## src/verilog/urg_pkg.sv

```systemverilog
// Package with constants and types for the receive command generator.
package urg_pkg;

  // ----------------------------------------------------------------
  // Register map
  // ----------------------------------------------------------------
  localparam logic [7:0] ADDR_CTRL   = 8'h00;
  localparam logic [7:0] ADDR_STATUS = 8'h04;
  localparam logic [7:0] ADDR_IRQ    = 8'h08;
  localparam logic [7:0] ADDR_MASK   = 8'h0C;
  localparam logic [7:0] ADDR_ALTINT = 8'h10;
  localparam logic [7:0] ADDR_LAST   = 8'h14;

  localparam logic [31:0] CTRL_RST   = 32'h0000_0001;
  localparam int          CTRL_SYNC  = 0;
  localparam int          CTRL_STRT  = 1;
  localparam int          IRQ_W      = 3;
  localparam int          IRQ_SENT   = 0;
  localparam int          IRQ_VBID   = 1;
  localparam int          IRQ_LS     = 2;
  localparam int          ALT_W      = 8;

  localparam logic [1:0] RESP_OKAY   = 2'h0;
  localparam logic [1:0] RESP_SLVERR = 2'h2;

  // ----------------------------------------------------------------
  // Field encodings
  // ----------------------------------------------------------------
  localparam logic [1:0] VB_LOW   = 2'h0;
  localparam logic [1:0] VB_SEND  = 2'h1;
  localparam logic [1:0] VB_SVLD  = 2'h2;
  localparam logic [1:0] VB_VVLD  = 2'h3;
  localparam logic [1:0] RX_IDLE  = 2'h0;
  localparam logic [1:0] RX_ACT   = 2'h1;
  localparam logic [1:0] RX_ERR   = 2'h3;
  localparam logic [1:0] RX_HDISC = 2'h2;

  typedef struct packed {
    logic       alt_int;
    logic       id;
    logic [1:0] rx_event;
    logic [1:0] vbus;
    logic [1:0] line_state;
  } urg_rxcmd_t;

  typedef struct packed {
    logic dp;
    logic dm;
    logic sess_end;
    logic sess_vld;
    logic vbus_vld;
    logic id;
    logic rx_active;
    logic rx_error;
    logic host_disc;
  } urg_status_t;

  typedef enum logic [1:0] {
    ST_IDLE = 2'b00,
    ST_TURN = 2'b01,
    ST_SEND = 2'b10,
    ST_REL  = 2'b11
  } urg_state_t;

endpackage

```

## src/verilog/urg_rxcmd_gen.sv

```systemverilog
// Receive command byte generator with AXI4-Lite register access.
//
// Operation
// - Send only in sync mode, owning bus.
// - Line state change with DIR low: send.
// - Receive: status byte when DIR=1, NXT=0.
// - Transmit: status bytes only after STP.
// - VBUS or ID change sends status byte.
// - Start-up: DIR released, STP low: send.
// - Mode exit after STP: send byte.
// - Bits 1:0 carry line state.
// - Bits 3:2 carry encoded VBUS level.
// - Bits 5:4 carry receive event code.
// - Bit 6 copies ID level.
// - Bit 7 set on unmasked latched interrupt.
// - Bit0 follows D+, bit1 follows D-.
// - One turn-around cycle per DIR change.
// - DIR with NXT marks receive start.
//
// Register access over AXI4-Lite and the placing of the registers are this design's own decisions.
`timescale 1ns/10ps
module urg_rxcmd_gen
  import urg_pkg::*;
(
  input  wire logic        core_clk,
  input  wire logic        rstn,
  input  wire urg_status_t stat_in,
  input  wire logic        tx_active,
  input  wire logic        mode_exit,
  input  wire logic        rx_start,
  input  wire logic        rx_byte_vld,
  input  wire logic [7:0]  rx_byte,
  input  wire logic [ALT_W-1:0] alt_event,
  input  wire logic        stp,
  output logic             dir,
  output logic             nxt,
  output logic [7:0]       data_out,
  output logic             data_oe_n,
  output logic             irq,
  input  wire logic [7:0]  s_axi_awaddr,
  input  wire logic        s_axi_awvalid,
  output logic             s_axi_awready,
  input  wire logic [31:0] s_axi_wdata,
  input  wire logic [3:0]  s_axi_wstrb,
  input  wire logic        s_axi_wvalid,
  output logic             s_axi_wready,
  output logic [1:0]       s_axi_bresp,
  output logic             s_axi_bvalid,
  input  wire logic        s_axi_bready,
  input  wire logic [7:0]  s_axi_araddr,
  input  wire logic        s_axi_arvalid,
  output logic             s_axi_arready,
  output logic [31:0]      s_axi_rdata,
  output logic [1:0]       s_axi_rresp,
  output logic             s_axi_rvalid,
  input  wire logic        s_axi_rready
);

  // ----------------------------------------------------------------
  // Elaboration checks
  // ----------------------------------------------------------------
  // The alternate latch and its mask share one 32-bit register.
  if (ALT_W < 1 || ALT_W > 16) begin : g_alt_w_bad
    $error("alternate event width out of range");
  end
  if (IRQ_W != 3) begin : g_irq_w_bad
    $error("interrupt status width must be three");
  end

  // ----------------------------------------------------------------
  // Reset synchroniser
  // ----------------------------------------------------------------
  logic rst_s1_ff;
  logic rst_n_ff;
  always_ff @(posedge core_clk or negedge rstn) begin
    if (!rstn) begin
      rst_s1_ff <= 1'b0;
      rst_n_ff  <= 1'b0;
    end else begin
      rst_s1_ff <= 1'b1;
      rst_n_ff  <= rst_s1_ff;
    end
  end

  // ----------------------------------------------------------------
  // Registers
  // ----------------------------------------------------------------
  logic [31:0]       ctrl_ff;
  logic [IRQ_W-1:0]  irq_st_ff;
  logic [IRQ_W-1:0]  irq_mask_ff;
  logic [ALT_W-1:0]  alt_latch_ff;
  logic [ALT_W-1:0]  alt_mask_ff;
  logic [7:0]        last_ff;
  logic              bvalid_ff;
  logic [1:0]        bresp_ff;
  logic              rvalid_ff;
  logic [31:0]       rdata_ff;
  logic [1:0]        rresp_ff;

  // ----------------------------------------------------------------
  // Status byte assembly
  // ----------------------------------------------------------------
  urg_rxcmd_t cur_cmd;
  logic [1:0] vb_enc;
  logic [1:0] rx_enc;
  assign vb_enc = stat_in.vbus_vld ? VB_VVLD :
                  stat_in.sess_vld ? VB_SVLD :
                  stat_in.sess_end ? VB_LOW  : VB_SEND;
  assign rx_enc = stat_in.host_disc ? RX_HDISC :
                  !stat_in.rx_active ? RX_IDLE :
                  stat_in.rx_error ? RX_ERR : RX_ACT;
  assign cur_cmd.line_state = {stat_in.dm, stat_in.dp};
  assign cur_cmd.vbus       = vb_enc;
  assign cur_cmd.rx_event   = rx_enc;
  assign cur_cmd.id         = stat_in.id;
  assign cur_cmd.alt_int    = |(alt_latch_ff & ~alt_mask_ff);

  // ----------------------------------------------------------------
  // Change detection and pending request
  // ----------------------------------------------------------------
  urg_rxcmd_t prev_ff;
  logic       pend_ff;
  logic       stp_seen_ff;
  logic       strt_ff;
  logic       sync_mode;
  logic       ls_chg;
  logic       vbid_chg;
  logic       oth_chg;
  logic       rx_mode;
  assign sync_mode = ctrl_ff[CTRL_SYNC];
  assign ls_chg    = cur_cmd.line_state != prev_ff.line_state;
  assign vbid_chg  = (cur_cmd.vbus != prev_ff.vbus) || (cur_cmd.id != prev_ff.id);
  assign oth_chg   = (cur_cmd.rx_event != prev_ff.rx_event) || (cur_cmd.alt_int != prev_ff.alt_int);
  assign rx_mode   = stat_in.rx_active;

  urg_state_t st_ff;
  logic       send_now;
  logic       want;
  logic       loading;
  // During transmit, requests wait until STP has been seen.
  assign want = (pend_ff || ls_chg || vbid_chg || oth_chg) &&
                (!tx_active || stp_seen_ff);
  assign send_now = (st_ff == ST_SEND);

  always_ff @(posedge core_clk or negedge rst_n_ff) begin
    if (!rst_n_ff) begin
      prev_ff     <= '0;
      pend_ff     <= 1'b0;
      stp_seen_ff <= 1'b0;
      strt_ff     <= 1'b0;
    end else begin
      prev_ff     <= cur_cmd;
      stp_seen_ff <= tx_active ? (stp_seen_ff | stp) : 1'b0;
      strt_ff     <= strt_ff | (sync_mode && !stp);
      // A loaded byte already holds the latest values, so only an exit request survives the load.
      if (loading && !(mode_exit && stp)) begin
        pend_ff <= 1'b0;
      end else if (ls_chg || vbid_chg || oth_chg || (mode_exit && stp) || (sync_mode && !strt_ff && !stp)) begin
        pend_ff <= 1'b1;
      end
    end
  end

  // ----------------------------------------------------------------
  // Bus ownership sequencer
  // ----------------------------------------------------------------
  urg_state_t nxt_st;
  always_comb begin
    nxt_st = st_ff;
    case (st_ff)
      ST_IDLE: begin
        if (sync_mode && (want || rx_start)) begin
          nxt_st = ST_TURN;
        end
      end
      ST_TURN: nxt_st = ST_SEND;
      ST_SEND: begin
        if (!rx_mode && !want) begin
          nxt_st = ST_REL;
        end
      end
      ST_REL:  nxt_st = ST_IDLE;
      default: nxt_st = ST_IDLE;
    endcase
  end

  logic       dir_ff;
  logic       nxt_ff;
  logic [7:0] data_ff;
  logic       nxt_dir;
  logic       nxt_nxt;
  assign nxt_dir = (nxt_st == ST_TURN) || (nxt_st == ST_SEND);
  // A receive start shows DIR and NXT together on the turn cycle.
  assign nxt_nxt = ((nxt_st == ST_TURN) && rx_start) ||
                   ((nxt_st == ST_SEND) && rx_mode && rx_byte_vld);
  assign loading = (nxt_st == ST_SEND) && !nxt_nxt;

  always_ff @(posedge core_clk or negedge rst_n_ff) begin
    if (!rst_n_ff) begin
      st_ff   <= ST_IDLE;
      dir_ff  <= 1'b0;
      nxt_ff  <= 1'b0;
      data_ff <= 8'h00;
      last_ff <= 8'h00;
    end else begin
      st_ff  <= nxt_st;
      dir_ff <= nxt_dir;
      nxt_ff <= nxt_nxt;
      if (nxt_st == ST_SEND && !nxt_nxt) begin
        data_ff <= cur_cmd;
        last_ff <= cur_cmd;
      end else if (nxt_nxt && nxt_st == ST_SEND) begin
        data_ff <= rx_byte;
      end else begin
        data_ff <= 8'h00;
      end
    end
  end

  assign dir       = dir_ff;
  assign nxt       = nxt_ff;
  assign data_out  = data_ff;
  // The pad is driven only after the turn-around cycle.
  assign data_oe_n = !(dir_ff && st_ff == ST_SEND);

  // ----------------------------------------------------------------
  // AXI4-Lite slave
  // ----------------------------------------------------------------
  logic wr_go;
  logic rd_go;
  logic [IRQ_W-1:0] irq_ev;
  logic [ALT_W-1:0] wclr;
  assign wr_go = s_axi_awvalid && s_axi_wvalid && !bvalid_ff;
  assign rd_go = s_axi_arvalid && !rvalid_ff;
  assign s_axi_awready = wr_go;
  assign s_axi_wready  = wr_go;
  assign s_axi_arready = rd_go;
  assign s_axi_bvalid  = bvalid_ff;
  assign s_axi_bresp   = bresp_ff;
  assign s_axi_rvalid  = rvalid_ff;
  assign s_axi_rdata   = rdata_ff;
  assign s_axi_rresp   = rresp_ff;
  assign irq_ev = {ls_chg, vbid_chg, send_now && !nxt_ff};
  assign wclr   = (wr_go && s_axi_awaddr == ADDR_ALTINT && s_axi_wstrb[0]) ? s_axi_wdata[ALT_W-1:0] : '0;
  assign irq    = |(irq_st_ff & irq_mask_ff);

  logic [31:0] rd_mux;
  logic        rd_hit;
  assign rd_hit = s_axi_araddr <= ADDR_LAST && s_axi_araddr[1:0] == 2'h0;
  assign rd_mux = (s_axi_araddr == ADDR_CTRL)   ? ctrl_ff :
                  (s_axi_araddr == ADDR_STATUS) ? {24'h000000, cur_cmd} :
                  (s_axi_araddr == ADDR_IRQ)    ? {29'h0, irq_st_ff} :
                  (s_axi_araddr == ADDR_MASK)   ? {29'h0, irq_mask_ff} :
                  (s_axi_araddr == ADDR_ALTINT) ? {16'h0, alt_mask_ff, alt_latch_ff} :
                  (s_axi_araddr == ADDR_LAST)   ? {24'h000000, last_ff} : 32'h0;

  always_ff @(posedge core_clk or negedge rst_n_ff) begin
    if (!rst_n_ff) begin
      ctrl_ff      <= CTRL_RST;
      irq_st_ff    <= '0;
      irq_mask_ff  <= '0;
      alt_latch_ff <= '0;
      alt_mask_ff  <= '0;
      bvalid_ff    <= 1'b0;
      bresp_ff     <= RESP_OKAY;
      rvalid_ff    <= 1'b0;
      rdata_ff     <= 32'h0;
      rresp_ff     <= RESP_OKAY;
    end else begin
      // Hardware sets win over software clears.
      alt_latch_ff <= (alt_latch_ff & ~wclr) | alt_event;
      if (wr_go && s_axi_awaddr == ADDR_IRQ && s_axi_wstrb[0]) begin
        irq_st_ff <= (irq_st_ff & ~s_axi_wdata[IRQ_W-1:0]) | irq_ev;
      end else begin
        irq_st_ff <= irq_st_ff | irq_ev;
      end
      if (wr_go) begin
        bvalid_ff <= 1'b1;
        bresp_ff  <= (s_axi_awaddr <= ADDR_LAST && s_axi_awaddr[1:0] == 2'h0) ? RESP_OKAY : RESP_SLVERR;
        if (s_axi_awaddr == ADDR_CTRL && s_axi_wstrb[0]) begin
          ctrl_ff <= {30'h0, s_axi_wdata[CTRL_STRT:CTRL_SYNC]};
        end
        if (s_axi_awaddr == ADDR_MASK && s_axi_wstrb[0]) begin
          irq_mask_ff <= s_axi_wdata[IRQ_W-1:0];
        end
        if (s_axi_awaddr == ADDR_ALTINT && s_axi_wstrb[1]) begin
          alt_mask_ff <= s_axi_wdata[2*ALT_W-1:ALT_W];
        end
      end else if (s_axi_bready) begin
        bvalid_ff <= 1'b0;
      end
      if (rd_go) begin
        rvalid_ff <= 1'b1;
        rdata_ff  <= rd_mux;
        rresp_ff  <= rd_hit ? RESP_OKAY : RESP_SLVERR;
      end else if (s_axi_rready) begin
        rvalid_ff <= 1'b0;
      end
    end
  end

endmodule

```

## config.mk

```make
export PLATFORM = sky130hd
export DESIGN_NAME = urg_rxcmd_gen
export DESIGN_NICKNAME = d
export VERILOG_FILES = /design/src/verilog/urg_pkg.sv /design/src/verilog/urg_rxcmd_gen.sv
export SDC_FILE = /design/constraint.sdc
export NUM_CORES = 1
export LEC_CHECK = 0
export BUFFER_PORTS_ARGS = -buffer_cell sky130_fd_sc_hd__buf_2
export CAP_MARGIN = 20
export CORE_MARGIN = 10
export CORE_UTILIZATION = 49
export DETAILED_ROUTE_END_ITERATION = 10
export PLACE_DENSITY_LB_ADDON = 0.05
export SETUP_SLACK_MARGIN = 0.2
export SKIP_LAST_GASP = 1
export SLEW_MARGIN = 20
export SYNTH_ARGS = -nofsm -noshare
export SYNTH_HDL_FRONTEND = slang
export SYNTH_SLANG_ARGS = --single-unit
```

## constraint.sdc

```tcl
create_clock -name core_clk -period 2.8 [get_ports core_clk]
set_input_delay 0.42 -clock core_clk [delete_from_list [all_inputs] [get_ports core_clk]]
set_output_delay 0.42 -clock core_clk [all_outputs]
set_load 0.005 [all_outputs]
```

Word-level counts from Yosys, hierarchy flattened
Cells that the tools add are included.
Word-level totals
  bits in registers: 95
  input port bits: 89
  output and inout port bits: 53
  logic and storage cells: 149
Operators by class
  $lt $le $gt $ge: 2
  equal/unequal tests: 18
  muxes and demuxes: 28
  bitwise gates (word level): 12
  reductions and logical operators: 64
Operators with widths (count)
  $mux W16: 5
  $eq A8 B4 Y1 const B: 4
  $mux W8: 4
  $logic_and A1 B1 Y1: 27
  $eq A8 B5 Y1 const B: 3
  $mux W2: 9
  $and A8 B8 Y8: 2
  $le A8 B5 Y1 const B: 2
  $logic_not A8 Y1: 2
  $not A8 Y8: 2
  $logic_or A1 B1 Y1: 13
  $logic_not A1 Y1: 11
  $eq A8 B3 Y1 const B: 1
  $mux W1: 8
  $or A8 B8 Y8: 1
  $pmux W2 S4: 1
  $reduce_or A8 Y1: 1
  $and A3 B3 Y3: 2
  $eq A2 B2 Y1 const B: 3
  $logic_not A2 Y1: 3
  $ne A2 B2 Y1: 3
  $or A3 B3 Y3: 2
  $reduce_and A2 Y1: 3
  $reduce_bool A2 Y1: 3
  other kinds (6): 9

Logic depth before layout (Yosys ltp)
Gate-level depths: netlist of run 1.
  depth in word-level cells: 20
  depth in mapped cells: 13
  gate-level depth less buffers: 13

Worst setup path after synthesis of run 1
Ideal clock, no wire load.
  path kind: in2reg
  start: input port stat_in[2] (netlist name)
  end: register data_ff[6], in the netlist data_out[6]
  setup time: 0.120 ns
  arrival time: 2.973 ns
  required time: 2.680 ns
  path slack: -0.293 ns
  stages: 10
  buffers on the path: 1
  cells stage by stage: nor4_1 -> a31oi_1 -> a2111o_1 -> a211oi_1 -> mux2_2 -> ha_1 -> a32oi_1 -> clkbuf_1 -> mux2i_1 -> nor2b_1
Between the ends
  cells in the longest elaborated chain, start to end: 17
  elaborated cells on any way between the ends: 25
  classes of those cells: 3 x eq/ne; 7 x mux; 15 x reduce/logical
RTL lines
  from (decl): RTL line urg_rxcmd_gen.sv:27  | input wire urg_status_t stat_in,
  $mux W2: RTL line urg_rxcmd_gen.sv:110  | !stat_in.rx_active ? RX_IDLE :
  $mux W2: RTL line urg_rxcmd_gen.sv:109  | assign rx_enc = stat_in.host_disc ? RX_HDISC :
  $ne A2 B2 Y1: RTL line urg_rxcmd_gen.sv:133  | assign oth_chg = (cur_cmd.rx_event != prev_ff.rx_event) || (cur_cmd.alt_int != prev_ff.alt_int);
  $logic_or A1 B1 Y1: RTL line urg_rxcmd_gen.sv:133
  $logic_or A1 B1 Y1: RTL line urg_rxcmd_gen.sv:141  | assign want = (pend_ff || ls_chg || vbid_chg || oth_chg) &&
  $logic_and A1 B1 Y1: RTL line urg_rxcmd_gen.sv:141
  $logic_not A1 Y1 or $logic_or A1 B1 Y1 (tied branches): RTL line urg_rxcmd_gen.sv:178, urg_rxcmd_gen.sv:172
  $logic_and A1 B1 Y1, on equally long branches: RTL line urg_rxcmd_gen.sv:178, urg_rxcmd_gen.sv:172
  $mux W2, on equally long branches: RTL line urg_rxcmd_gen.sv:178, urg_rxcmd_gen.sv:172
  $pmux W2 S4 *: RTL line urg_rxcmd_gen.sv:170  | case (st_ff)
  net nxt_st[0]: RTL line urg_rxcmd_gen.sv:167  | urg_state_t nxt_st;
  $eq A2 B2 Y1: RTL line urg_rxcmd_gen.sv:195, urg_rxcmd_gen.sv:209, urg_rxcmd_gen.sv:212
  $logic_and A1 B1 Y1 (2 in a row): RTL line urg_rxcmd_gen.sv:195  | ((nxt_st == ST_SEND) && rx_mode && rx_byte_vld);
  $logic_or A1 B1 Y1: RTL line urg_rxcmd_gen.sv:194  | assign nxt_nxt = ((nxt_st == ST_TURN) && rx_start) ||
  $logic_and A1 B1 Y1 or $logic_not A1 Y1 (tied branches): RTL line urg_rxcmd_gen.sv:212, urg_rxcmd_gen.sv:209
  $mux W8 or $logic_and A1 B1 Y1 (tied branches): RTL line urg_rxcmd_gen.sv:212, urg_rxcmd_gen.sv:209
  $mux W8 *: RTL line urg_rxcmd_gen.sv:209  | if (nxt_st == ST_SEND && !nxt_nxt) begin
  to (signal assigned): RTL line urg_rxcmd_gen.sv:210  | data_ff <= cur_cmd;
  to (signal assigned): RTL line urg_rxcmd_gen.sv:213  | data_ff <= rx_byte;
  to (decl): RTL line urg_rxcmd_gen.sv:189  | logic [7:0] data_ff;
The timed path passes the listed nets; every way through them passes the cells marked *.
A chain may end at the register's enable or synchronous reset.

Worst setup path after layout of run 1
  start: register alt_latch_ff[6]
  end: register data_ff[7], in the netlist data_out[7]
Between the ends
  cells in the longest elaborated chain, start to end: 17
  elaborated cells on any way between the ends: 24
  classes of those cells: 3 x eq/ne; 5 x mux; 1 x bitwise; 15 x reduce/logical
RTL lines
  from (decl): RTL line urg_rxcmd_gen.sv:91  | logic [ALT_W-1:0] alt_latch_ff;
  from (signal assigned): RTL line urg_rxcmd_gen.sv:271  | alt_latch_ff <= (alt_latch_ff & ~wclr) | alt_event;
  $and A8 B8 Y8 *: RTL line urg_rxcmd_gen.sv:116  | assign cur_cmd.alt_int = |(alt_latch_ff & ~alt_mask_ff);
  $reduce_or A8 Y1 *: RTL line urg_rxcmd_gen.sv:116
  $ne A1 B1 Y1: RTL line urg_rxcmd_gen.sv:133
  $logic_or A1 B1 Y1: RTL line urg_rxcmd_gen.sv:133
  $logic_or A1 B1 Y1: RTL line urg_rxcmd_gen.sv:141
  $logic_and A1 B1 Y1: RTL line urg_rxcmd_gen.sv:141
  $logic_not A1 Y1 or $logic_or A1 B1 Y1 (tied branches): RTL line urg_rxcmd_gen.sv:178, urg_rxcmd_gen.sv:172
  $logic_and A1 B1 Y1, on equally long branches: RTL line urg_rxcmd_gen.sv:178, urg_rxcmd_gen.sv:172
  $mux W2, on equally long branches: RTL line urg_rxcmd_gen.sv:178, urg_rxcmd_gen.sv:172
  $pmux W2 S4: RTL line urg_rxcmd_gen.sv:170
  $eq A2 B2 Y1: RTL line urg_rxcmd_gen.sv:195, urg_rxcmd_gen.sv:209, urg_rxcmd_gen.sv:212
  $logic_and A1 B1 Y1 (2 in a row): RTL line urg_rxcmd_gen.sv:195
  $logic_or A1 B1 Y1: RTL line urg_rxcmd_gen.sv:194
  $logic_and A1 B1 Y1 or $logic_not A1 Y1 (tied branches): RTL line urg_rxcmd_gen.sv:212, urg_rxcmd_gen.sv:209
  $mux W8 or $logic_and A1 B1 Y1 (tied branches): RTL line urg_rxcmd_gen.sv:212, urg_rxcmd_gen.sv:209
  $mux W8 *: RTL line urg_rxcmd_gen.sv:209
Mark *: on every way between the ends. The rest lies on a longest branch, timed or not.

==> results of run 1 <==
final cells by class:
cell class                 instances  share of cell area [%]
sequential                        77                    40.1
multi-input combinational        222                    33.9
timing repair buffer             142                    17.8
clock buffer                      11                    2.93
tap                               99                    2.57
inverter                          22                    1.71
clock inverter                     5                    1.04
worst max path at each step:
stage,startpoint,to,slack [ns],depth (start not counted)
finish,alt_latch_ff[6],data_out[7],0.11,12
global route,alt_latch_ff[6],last_ff[2],-0.008,12
CTS,alt_latch_ff[6],last_ff[6],0.07,11
detailed placement,stat_in[2],data_out[6],-0.21,11
global placement,stat_in[2],data_out[6],-0.15,11
floorplan,stat_in[2],data_out[6],0.11,10
synthesized netlist by cell type (all sizes together):
library cell,n
o211a,4
a211o,1
a22o,11
a21o,10
o32ai,2
o2111ai,2
a21oi,7
a211oi,3
a32o,1
nor3,3
dfrtp,76
o21a,5
nand3,3
or4b,1
nor3b,2
or4,1
a2111o,1
a22oi,6
nand3b,1
xnor2,3
nor4,3
nand2,40
a222oi,1
nor2b,8
nor2,11
a31oi,2
or3,2
mux2,19
dfstp,1
o21ai,18
o31a,1
buf,21
nor4b,1
clkbuf,9
and4b,1
conb,2
o41ai,2
inv,22
a32oi,3
mux2i,8
nand2b,8
ha,4
xor2,3
o311ai,1
cell families after synthesis:
logic type / Yosys count / share of synthesized area [%]
compound gates: 81 / 16.2
xor+xnor: 6 / 1.45
fa+ha+maj: 4 / 1.38
buf+inv: 52 / 7.36
flops: 77 / 53.0
mux: 27 / 8.08
other cells: 2 / 0.206
simple gates: 85 / 12.3
critical path, delay by kind of cell, from the launching register on:
family / cells / cell delay (ns)
flip-flops: 1 / 0.42
AND/OR/NAND/NOR: 2 / 0.48
adder cells (fa/ha/maj): 1 / 0.25
multiplexers: 1 / 0.21
buffers and inverters: 4 / 0.56
AO/OA/AOI/OAI: 4 / 0.65
sequential cells by signal (all words and copies together), names as in the netlist, 2 cells and up:
name          cells
alt_mask_ff       8
last_ff           8
s_axi_rdata      16
alt_latch_ff      8
prev_ff           8
st_ff             2
ctrl_ff           2
irq_st_ff         3
data_out          8
irq_mask_ff       3
repair_timing:
action	CTS	global route
gates resized for setup	12	5
hold buffers	1	0
pin swaps	8	5
cloned	1	0
endpoints found under the hold margin	2	0
setup buffers	1	2
endpoints found under the setup margin	18	17
metal layers:
metal	up-vias	wire length (um)
met3	12	686
met2	92	4550
met5	-	0
li1	1415	-
met4	0	103
met1	1419	3960
report_power, final:
part / total, W / leakage, nW / internal, W / switching (W)
Clock: 0.000840 / 0.103 / 0.000431 / 0.000409
Combinational: 0.00117 / 1.39 / 0.000642 / 0.000524
Sequential: 0.00136 / 0.937 / 0.00128 / 0.0000844
Total: 0.00337 / 2.43 / 0.00235 / 0.00102
through the flow:
step	TNS [ns]	setup WS (ns)	instance area, um2
CTS	0	0.0704	4790
global placement	-1.42	-0.145	4480
finish	0	0.110	4820
detailed placement	-2.25	-0.213	4480
floorplan	0	0.114	3780
global route	-0.00809	-0.00809	4820
==> impl_metrics.ini, run 1 <==
[global_route]
met1_usage_pct = 20.0
top_usage_layer = met2
grt_first_pass_wirelength_mm = 15.5
grt_max_degree = 76
grt.total_usage_pct = 16.8
met3_usage_pct = 5.68
grt_pass1_vias = 3167
overflow = 0
antenna_found_initial = 0
met2_usage_pct = 27.8

[setup_path]
r2r_start = alt_latch_ff[6]
worstPathCellList = nand2b_4 -> o2111ai_4 -> or3_4 -> a211oi_2 -> buf_4 -> buf_4 -> mux2i_2 -> ha_2 -> a32oi_4 -> buf_12 -> buf_4 -> o211a_1
crit_top_cell = buf_4
endpoint_kind = flip-flop
cp.required_ns = 3.04
worstPathArrival_ns = 2.93
start_kind = flip-flop
reg2reg_to = data_out[7]
path_class = reg2reg
slowest_delay_ns = 0.42
path_max_fanout = 12
slowest_stage = dfrtp_1
r2r_cells = 12
r2r_slack_ns = 0.11

[place]
dpl.cell_count = 557
place.gp.congestion = 0.834
port_buffers = 105
dpl.hpwl_mm = 7.12

[drt]
ant_nets = 0
first_pass_iters = 4
drtIter0Drc = 133
wl_mm = 9.30
via_per_inst = 5.08
num_vias = 2938
wl_per_cell_um = 16.1
drc = 0

[die]
coreArea_um2 = 7250
die_area_um2 = 11300
io_pins = 142
die_height_um = 106
initial_core_util_pct = 50.1
row_count = 31
die_width_um = 106

[finish]
fillers = 621
drive_gt1_share_pct = 41.5
syn2layout_area_growth_pct = 32.5
final_cell_mix = buf_2, dfrtp_1, nand2_1, buf_4, inv_1
final_util_pct = 66.5
final_cell_count_no_fill = 578
seqCellArea_um2 = 1930
antenna_cells = 0
final_nets = 567
multi_input_comb_area_um2 = 1630
layout_commonest_cell = buf_2

[synthesis]
yosysWarnings = 0
yosys.area.top_type_share_pct = 52.3
synth-seq-area-share_pct = 53.0
syn_inst = 334
avgSynthCellArea_um2 = 10.9
ys_ff_latch = 77
synth_area_leaders = dfrtp_1, mux2_2, nand2_1, buf_4, a22o_1
yosysTopAreaCell = dfrtp_1
synth_area_um2 = 3640
ys_types = 47

[clocking]
numCtsBuffers = 9
htreeDepth = 3
cts_tree = done
clockRootBuffer = clkbuf_8
clockBufferDepth = 2
clk_latency_ns = 0.35
cts_sinks = 77
path_clk_slew_ns = 0.08

[sta]
max_freq_mhz = 372
finClkSkew_ns = 0.00870
period_share_pct = 96.1
rsz0062_at_grt = yes
finalMaxSlewViolations = 0
maxSlewHeadroom_pct = 35.1
hold_viol = 0
setup_viol_count_final = 0
fin_crit_ns = 2.69
worst_pin_slew_ns = 0.974
whs_ns = 0.240

[run_status]
outcome = finished clean

[run]
drv_cap = 0

[hold_path]
hold_path_startpoint = stat_in[3]
worstHoldEndpoint = prev_ff[6]
hold_path_class = in2reg
hold_depth = 1

[power_and_ir_drop]
power_w = 0.00337
p_leak_nw = 2.43
p_per_area_nw_per_um2 = 699
vdd.ir_drop.worst_v = 0.000588
Note: power is estimated with default switching activity, not from simulation.
==> run 2: changes to the inputs <==
--- a/config.mk
+++ b/config.mk
@@ -11,7 +11,7 @@
 export CORE_UTILIZATION = 49
 export DETAILED_ROUTE_END_ITERATION = 10
 export PLACE_DENSITY_LB_ADDON = 0.05
-export SETUP_SLACK_MARGIN = 0.2
+export SETUP_SLACK_MARGIN = 0.3
 export SKIP_LAST_GASP = 1
 export SLEW_MARGIN = 20
 export SYNTH_ARGS = -nofsm -noshare
==> impl_metrics.ini, run 2 (synthesis results as in run 1) <==
[finish]
largest_register_ffs = 16
final_nets = 570
stdcell_area_um2 = 4870
syn2layout_area_growth_pct = 33.8
layout_commonest_cell = buf_2
fillers = 607
drive_gt1_share_pct = 43.4
final_util_pct = 67.1
antenna_cells = 0
final_cell_mix = buf_2, dfrtp_1, nand2_1, buf_4, inv_1
final_cell_count_no_fill = 581

[hold_path]
hold_path_class = in2reg
worstHoldEndpoint = s_axi_bvalid
hold_path_startpoint = s_axi_bready
hold_depth = 2

[setup_path]
crit_start = alt_mask_ff[5]
path_max_fanout = 12
start_kind = flip-flop
cp.required_ns = 3.03
path_class = reg2reg
worstPathArrival_ns = 2.99
reg2reg_to = data_out[5]
endpoint_kind = flip-flop
r2r_cells = 12
r2r_slack_ns = 0.04
r2r_start = alt_mask_ff[5]

[drt]
drc = 0
wl_per_cell_um = 15.7
via_per_inst = 4.99
first_pass_iters = 5
num_vias = 2902
drtIter0Drc = 127
ant_nets = 0
wl_mm = 9.14

[power_and_ir_drop]
p_leak_nw = 2.44
p_per_area_nw_per_um2 = 712
vdd.ir_drop.worst_v = 0.000532

[sta]
whs_ns = 0.242
setup_viol_count_final = 0
worst_pin_slew_ns = 0.947
fin_crit_ns = 2.76
max_freq_mhz = 362
maxSlewHeadroom_pct = 36.9
finalMaxSlewViolations = 0
finClkSkew_ns = 0.0132
period_share_pct = 98.7
layout_setup_ws_ns = 0.0358
rsz0062_at_grt = yes
hold_viol = 0

[clocking]
clk_latency_ns = 0.35
cts_sinks = 77
cts_tree = done
clockRootBuffer = clkbuf_8
htreeDepth = 3
path_clk_slew_ns = 0.09
clockBufferDepth = 2
numCtsBuffers = 9

[place]
dpl.cell_count = 559
place_area_um2 = 4490
dp_slack_ns = -0.238
port_buffers = 105
dpl.hpwl_mm = 7.01
place.gp.congestion = 0.822

[run_status]
outcome = finished clean

[run]
drv_cap = 0

[die]
row_count = 31
initial_core_util_pct = 50.1
die_width_um = 106
coreArea_um2 = 7250
die_height_um = 106
io_pins = 142
die_area_um2 = 11300

[global_route]
overflow = 0
grt_max_degree = 76
grt.total_usage_pct = 16.2
grt_pass1_vias = 3073
grt_first_pass_wirelength_mm = 15.0
antenna_found_initial = 0
==> run 2: worst max path at each step <==
stage	to	slack, ns	cells past startpoint
2_1_floorplan	data_out[6]	0.11	10
3_3_place_gp	data_out[6]	-0.17	11
3_5_place_dp	data_out[4]	-0.24	11
4_1_cts	data_out[5]	0.05	12
5_1_grt	last_ff[0]	-0.09	11
6_report	data_out[5]	0.04	12
==> run 2: metrics by stage <==
| step | total power [W] | TNS, ns |
|---|---|---|
| after floorplan | 0.00204 | 0 |
| after global placement | 0.00233 | -2.13 |
| after detailed placement | 0.00236 | -3.20 |
| after CTS | 0.00342 | 0 |
| after global routing | 0.00369 | -0.720 |
| final | 0.00347 | 0 |
==> run 2: final cells by class <==
cell class	count	area (um2)	area share, %
clock inverters	7	90.1	1.85
repair buffers	145	860	17.7
multi-input cells	222	1650	34.0
clock buffers	9	124	2.55
inverters	22	82.6	1.70
flip-flops and latches	77	1930	39.7
well taps	99	124	2.55
==> run 2: layer usage <==
metal  global-route usage, %  part of all wire (%)
met1                    20.2                    42
met2                    26.5                    50
met3                    4.53                   6.7
met4                    5.22                  0.65
met5                       0                     0
==> run 2: repair_timing <==
item,CTS,global route
pin swaps,8,9
gates resized for setup,15,11
hold endpoints to repair,2,0
hold buffers,1,0
cloned,1,0
setup buffers,4,0
setup endpoints to repair,18,18
==> run 2: critical path: stages, from the launching register on <==
cell       delay [ns]
dfrtp_1          0.39
nand2b_4         0.15
o2111ai_4        0.12
or3_1            0.41
a211oi_2         0.21
buf_4            0.16
buf_4            0.11
mux2i_2          0.23
ha_2             0.27
a32oi_4          0.12
buf_12           0.16
buf_4            0.13
o211a_1          0.19
==> run 2: report_power, final <==
part / switching, W / internal (W) / leakage [nW]
registers: 0.0000922 / 0.00128 / 0.938
clock network: 0.000407 / 0.000497 / 0.105
logic: 0.000568 / 0.000622 / 1.40
==> run 3: changes to the inputs <==
--- a/config.mk
+++ b/config.mk
@@ -11,6 +11,7 @@
 export CORE_UTILIZATION = 49
 export DETAILED_ROUTE_END_ITERATION = 10
 export PLACE_DENSITY_LB_ADDON = 0.05
+export REMOVE_ABC_BUFFERS = 1
 export SETUP_SLACK_MARGIN = 0.3
 export SKIP_LAST_GASP = 1
 export SLEW_MARGIN = 20
==> constraint.sdc (replaced) <==
create_clock -name core_clk -period 2.7 [get_ports core_clk]
set_input_delay 0.405 -clock core_clk [delete_from_list [all_inputs] [get_ports core_clk]]
set_output_delay 0.405 -clock core_clk [all_outputs]
set_load 0.005 [all_outputs]
==> impl_metrics.ini, run 3 (synthesis results as in run 1) <==
[global_route]
grt_first_pass_wirelength_mm = 15.4
grt_max_degree = 76
overflow = 0
grt_pass1_vias = 3141
antenna_found_initial = 0
grt.total_usage_pct = 16.8

[setup_path]
endpoint_kind = flip-flop
r2r_start = prev_ff[4]
crit_start = prev_ff[4]
r2r_slack_ns = 0.02
path_class = reg2reg
cp.required_ns = 2.93
path_max_fanout = 8
slowest_delay_ns = 0.42
slowest_stage = a2111o_1
worstPathArrival_ns = 2.91
worstPathCellList = nor4_2 -> a31oi_1 -> a2111o_1 -> a211oi_2 -> buf_4 -> mux2_4 -> ha_4 -> a22oi_2 -> nand2_2 -> buf_6 -> mux2_2
start_kind = flip-flop

[finish]
final_cell_mix = buf_2, dfrtp_1, buf_4, nand2_1, inv_1
final_nets = 577
antenna_cells = 0
stdcell_area_um2 = 4860
largest_register_ffs = 16
drive_gt1_share_pct = 42.9
syn2layout_area_growth_pct = 33.7
layout_commonest_cell = buf_2
final_util_pct = 67.1

[drt]
wl_per_cell_um = 16.0
via_per_inst = 5.05
routedLengthMet1_mm = 4.16
highest_layer = met4
met3WireLength_um = 669
wl_mm = 9.43
ant_nets = 0
wl_met2_mm = 4.51
drtIter0Drc = 90
first_pass_iters = 5
num_vias = 2972
drc = 0

[sta]
maxSlewHeadroom_pct = 36.8
finalMaxSlewViolations = 0
whs_ns = 0.212
max_freq_mhz = 373
period_share_pct = 99.2
hold_viol = 0
rsz0062_at_grt = yes
fin_crit_ns = 2.68
finClkSkew_ns = 0.0131
setup_viol_count_final = 0
worst_pin_slew_ns = 0.948

[power_and_ir_drop]
power_w = 0.00362
p_per_area_nw_per_um2 = 745
p_leak_nw = 2.46
vdd.ir_drop.worst_v = 0.000869

[die]
initial_core_util_pct = 50.1
row_count = 31
coreArea_um2 = 7250
io_pins = 142
die_width_um = 106
die_area_um2 = 11300
die_height_um = 106

[clocking]
htreeDepth = 3
clockRootBuffer = clkbuf_8
clockBufferDepth = 2
path_clk_slew_ns = 0.09
clk_latency_ns = 0.35
cts_tree = done
numCtsBuffers = 9
cts_sinks = 77

[place]
place_area_um2 = 4450
dpl.hpwl_mm = 7.02
port_buffers = 105
place.gp.congestion = 0.835

[hold_path]
hold_path_class = in2reg
hold_path_startpoint = stat_in[3]

[run_status]
outcome = finished clean

[run]
drv_cap = 0
==> run 3: report_power, final <==
part / total (W) / switching [W] / internal (W)
clock: 0.000953 / 0.000432 / 0.000521
combinational: 0.00125 / 0.000604 / 0.000647
sequential: 0.00142 / 0.0000912 / 0.00133
total: 0.00362 / 0.00113 / 0.00249
==> run 3: path summary, 6_finish.rpt <==
kind,to,cells after the start
max in group asynchronous,stp_seen_ff,0
min,prev_ff[6],1
min reg2reg,rst_n_ff,0
max reg2reg,last_ff[1],11
min in group asynchronous,rst_n_ff,2
max,last_ff[1],11
==> run 3: worst max-delay path, delay by kind of cell (launching register included) <==
family          cells  cell delay [ns]
flops               1             0.41
simple gates        2             0.29
mux                 2             0.59
compound gates      4             0.77
fa+ha+maj           1             0.18
buf+inv             2             0.30
==> run 3: through the flow <==
| step | instances | setup TNS [ns] | setup slack, ns |
|---|---|---|---|
| detailed placement | 562 | -3.29 | -0.270 |
| CTS | 584 | 0 | 0.0380 |
| finish | 588 | 0 | 0.0210 |
| floorplan | 321 | -4.35 | -0.461 |
| global route | 588 | -0.661 | -0.0775 |
| global placement | 562 | -2.36 | -0.224 |
==> run 3: metal layers <==
layer  GRT usage (%)  up-vias
met5               0        -
met3            5.68        9
met2            26.7       88
met1            21.2     1428
met4            5.22        0
li1                -     1447
==> run 3: final cells by class <==
cell class / instances / area, um2
Clock inverter: 6 / 87.6
Timing Repair Buffer: 152 / 915
Sequential cell: 77 / 1930
Tap cell: 99 / 124
Fill cell: 608 / 2390
Multi-Input combinational cell: 222 / 1600
Clock buffer: 10 / 128
Inverter: 22 / 82.6
==> run 3: what timing repair did <==
| action | CTS | global route |
|---|---|---|
| setup buffers | 4 | 4 |
| hold buffers | 1 | 0 |
| gates resized for setup | 26 | 13 |
| setup endpoints to repair | 18 | 18 |
| pin swaps | 6 | 10 |
| gates cloned | 1 | 0 |
| endpoints found under the hold margin | 2 | 0 |
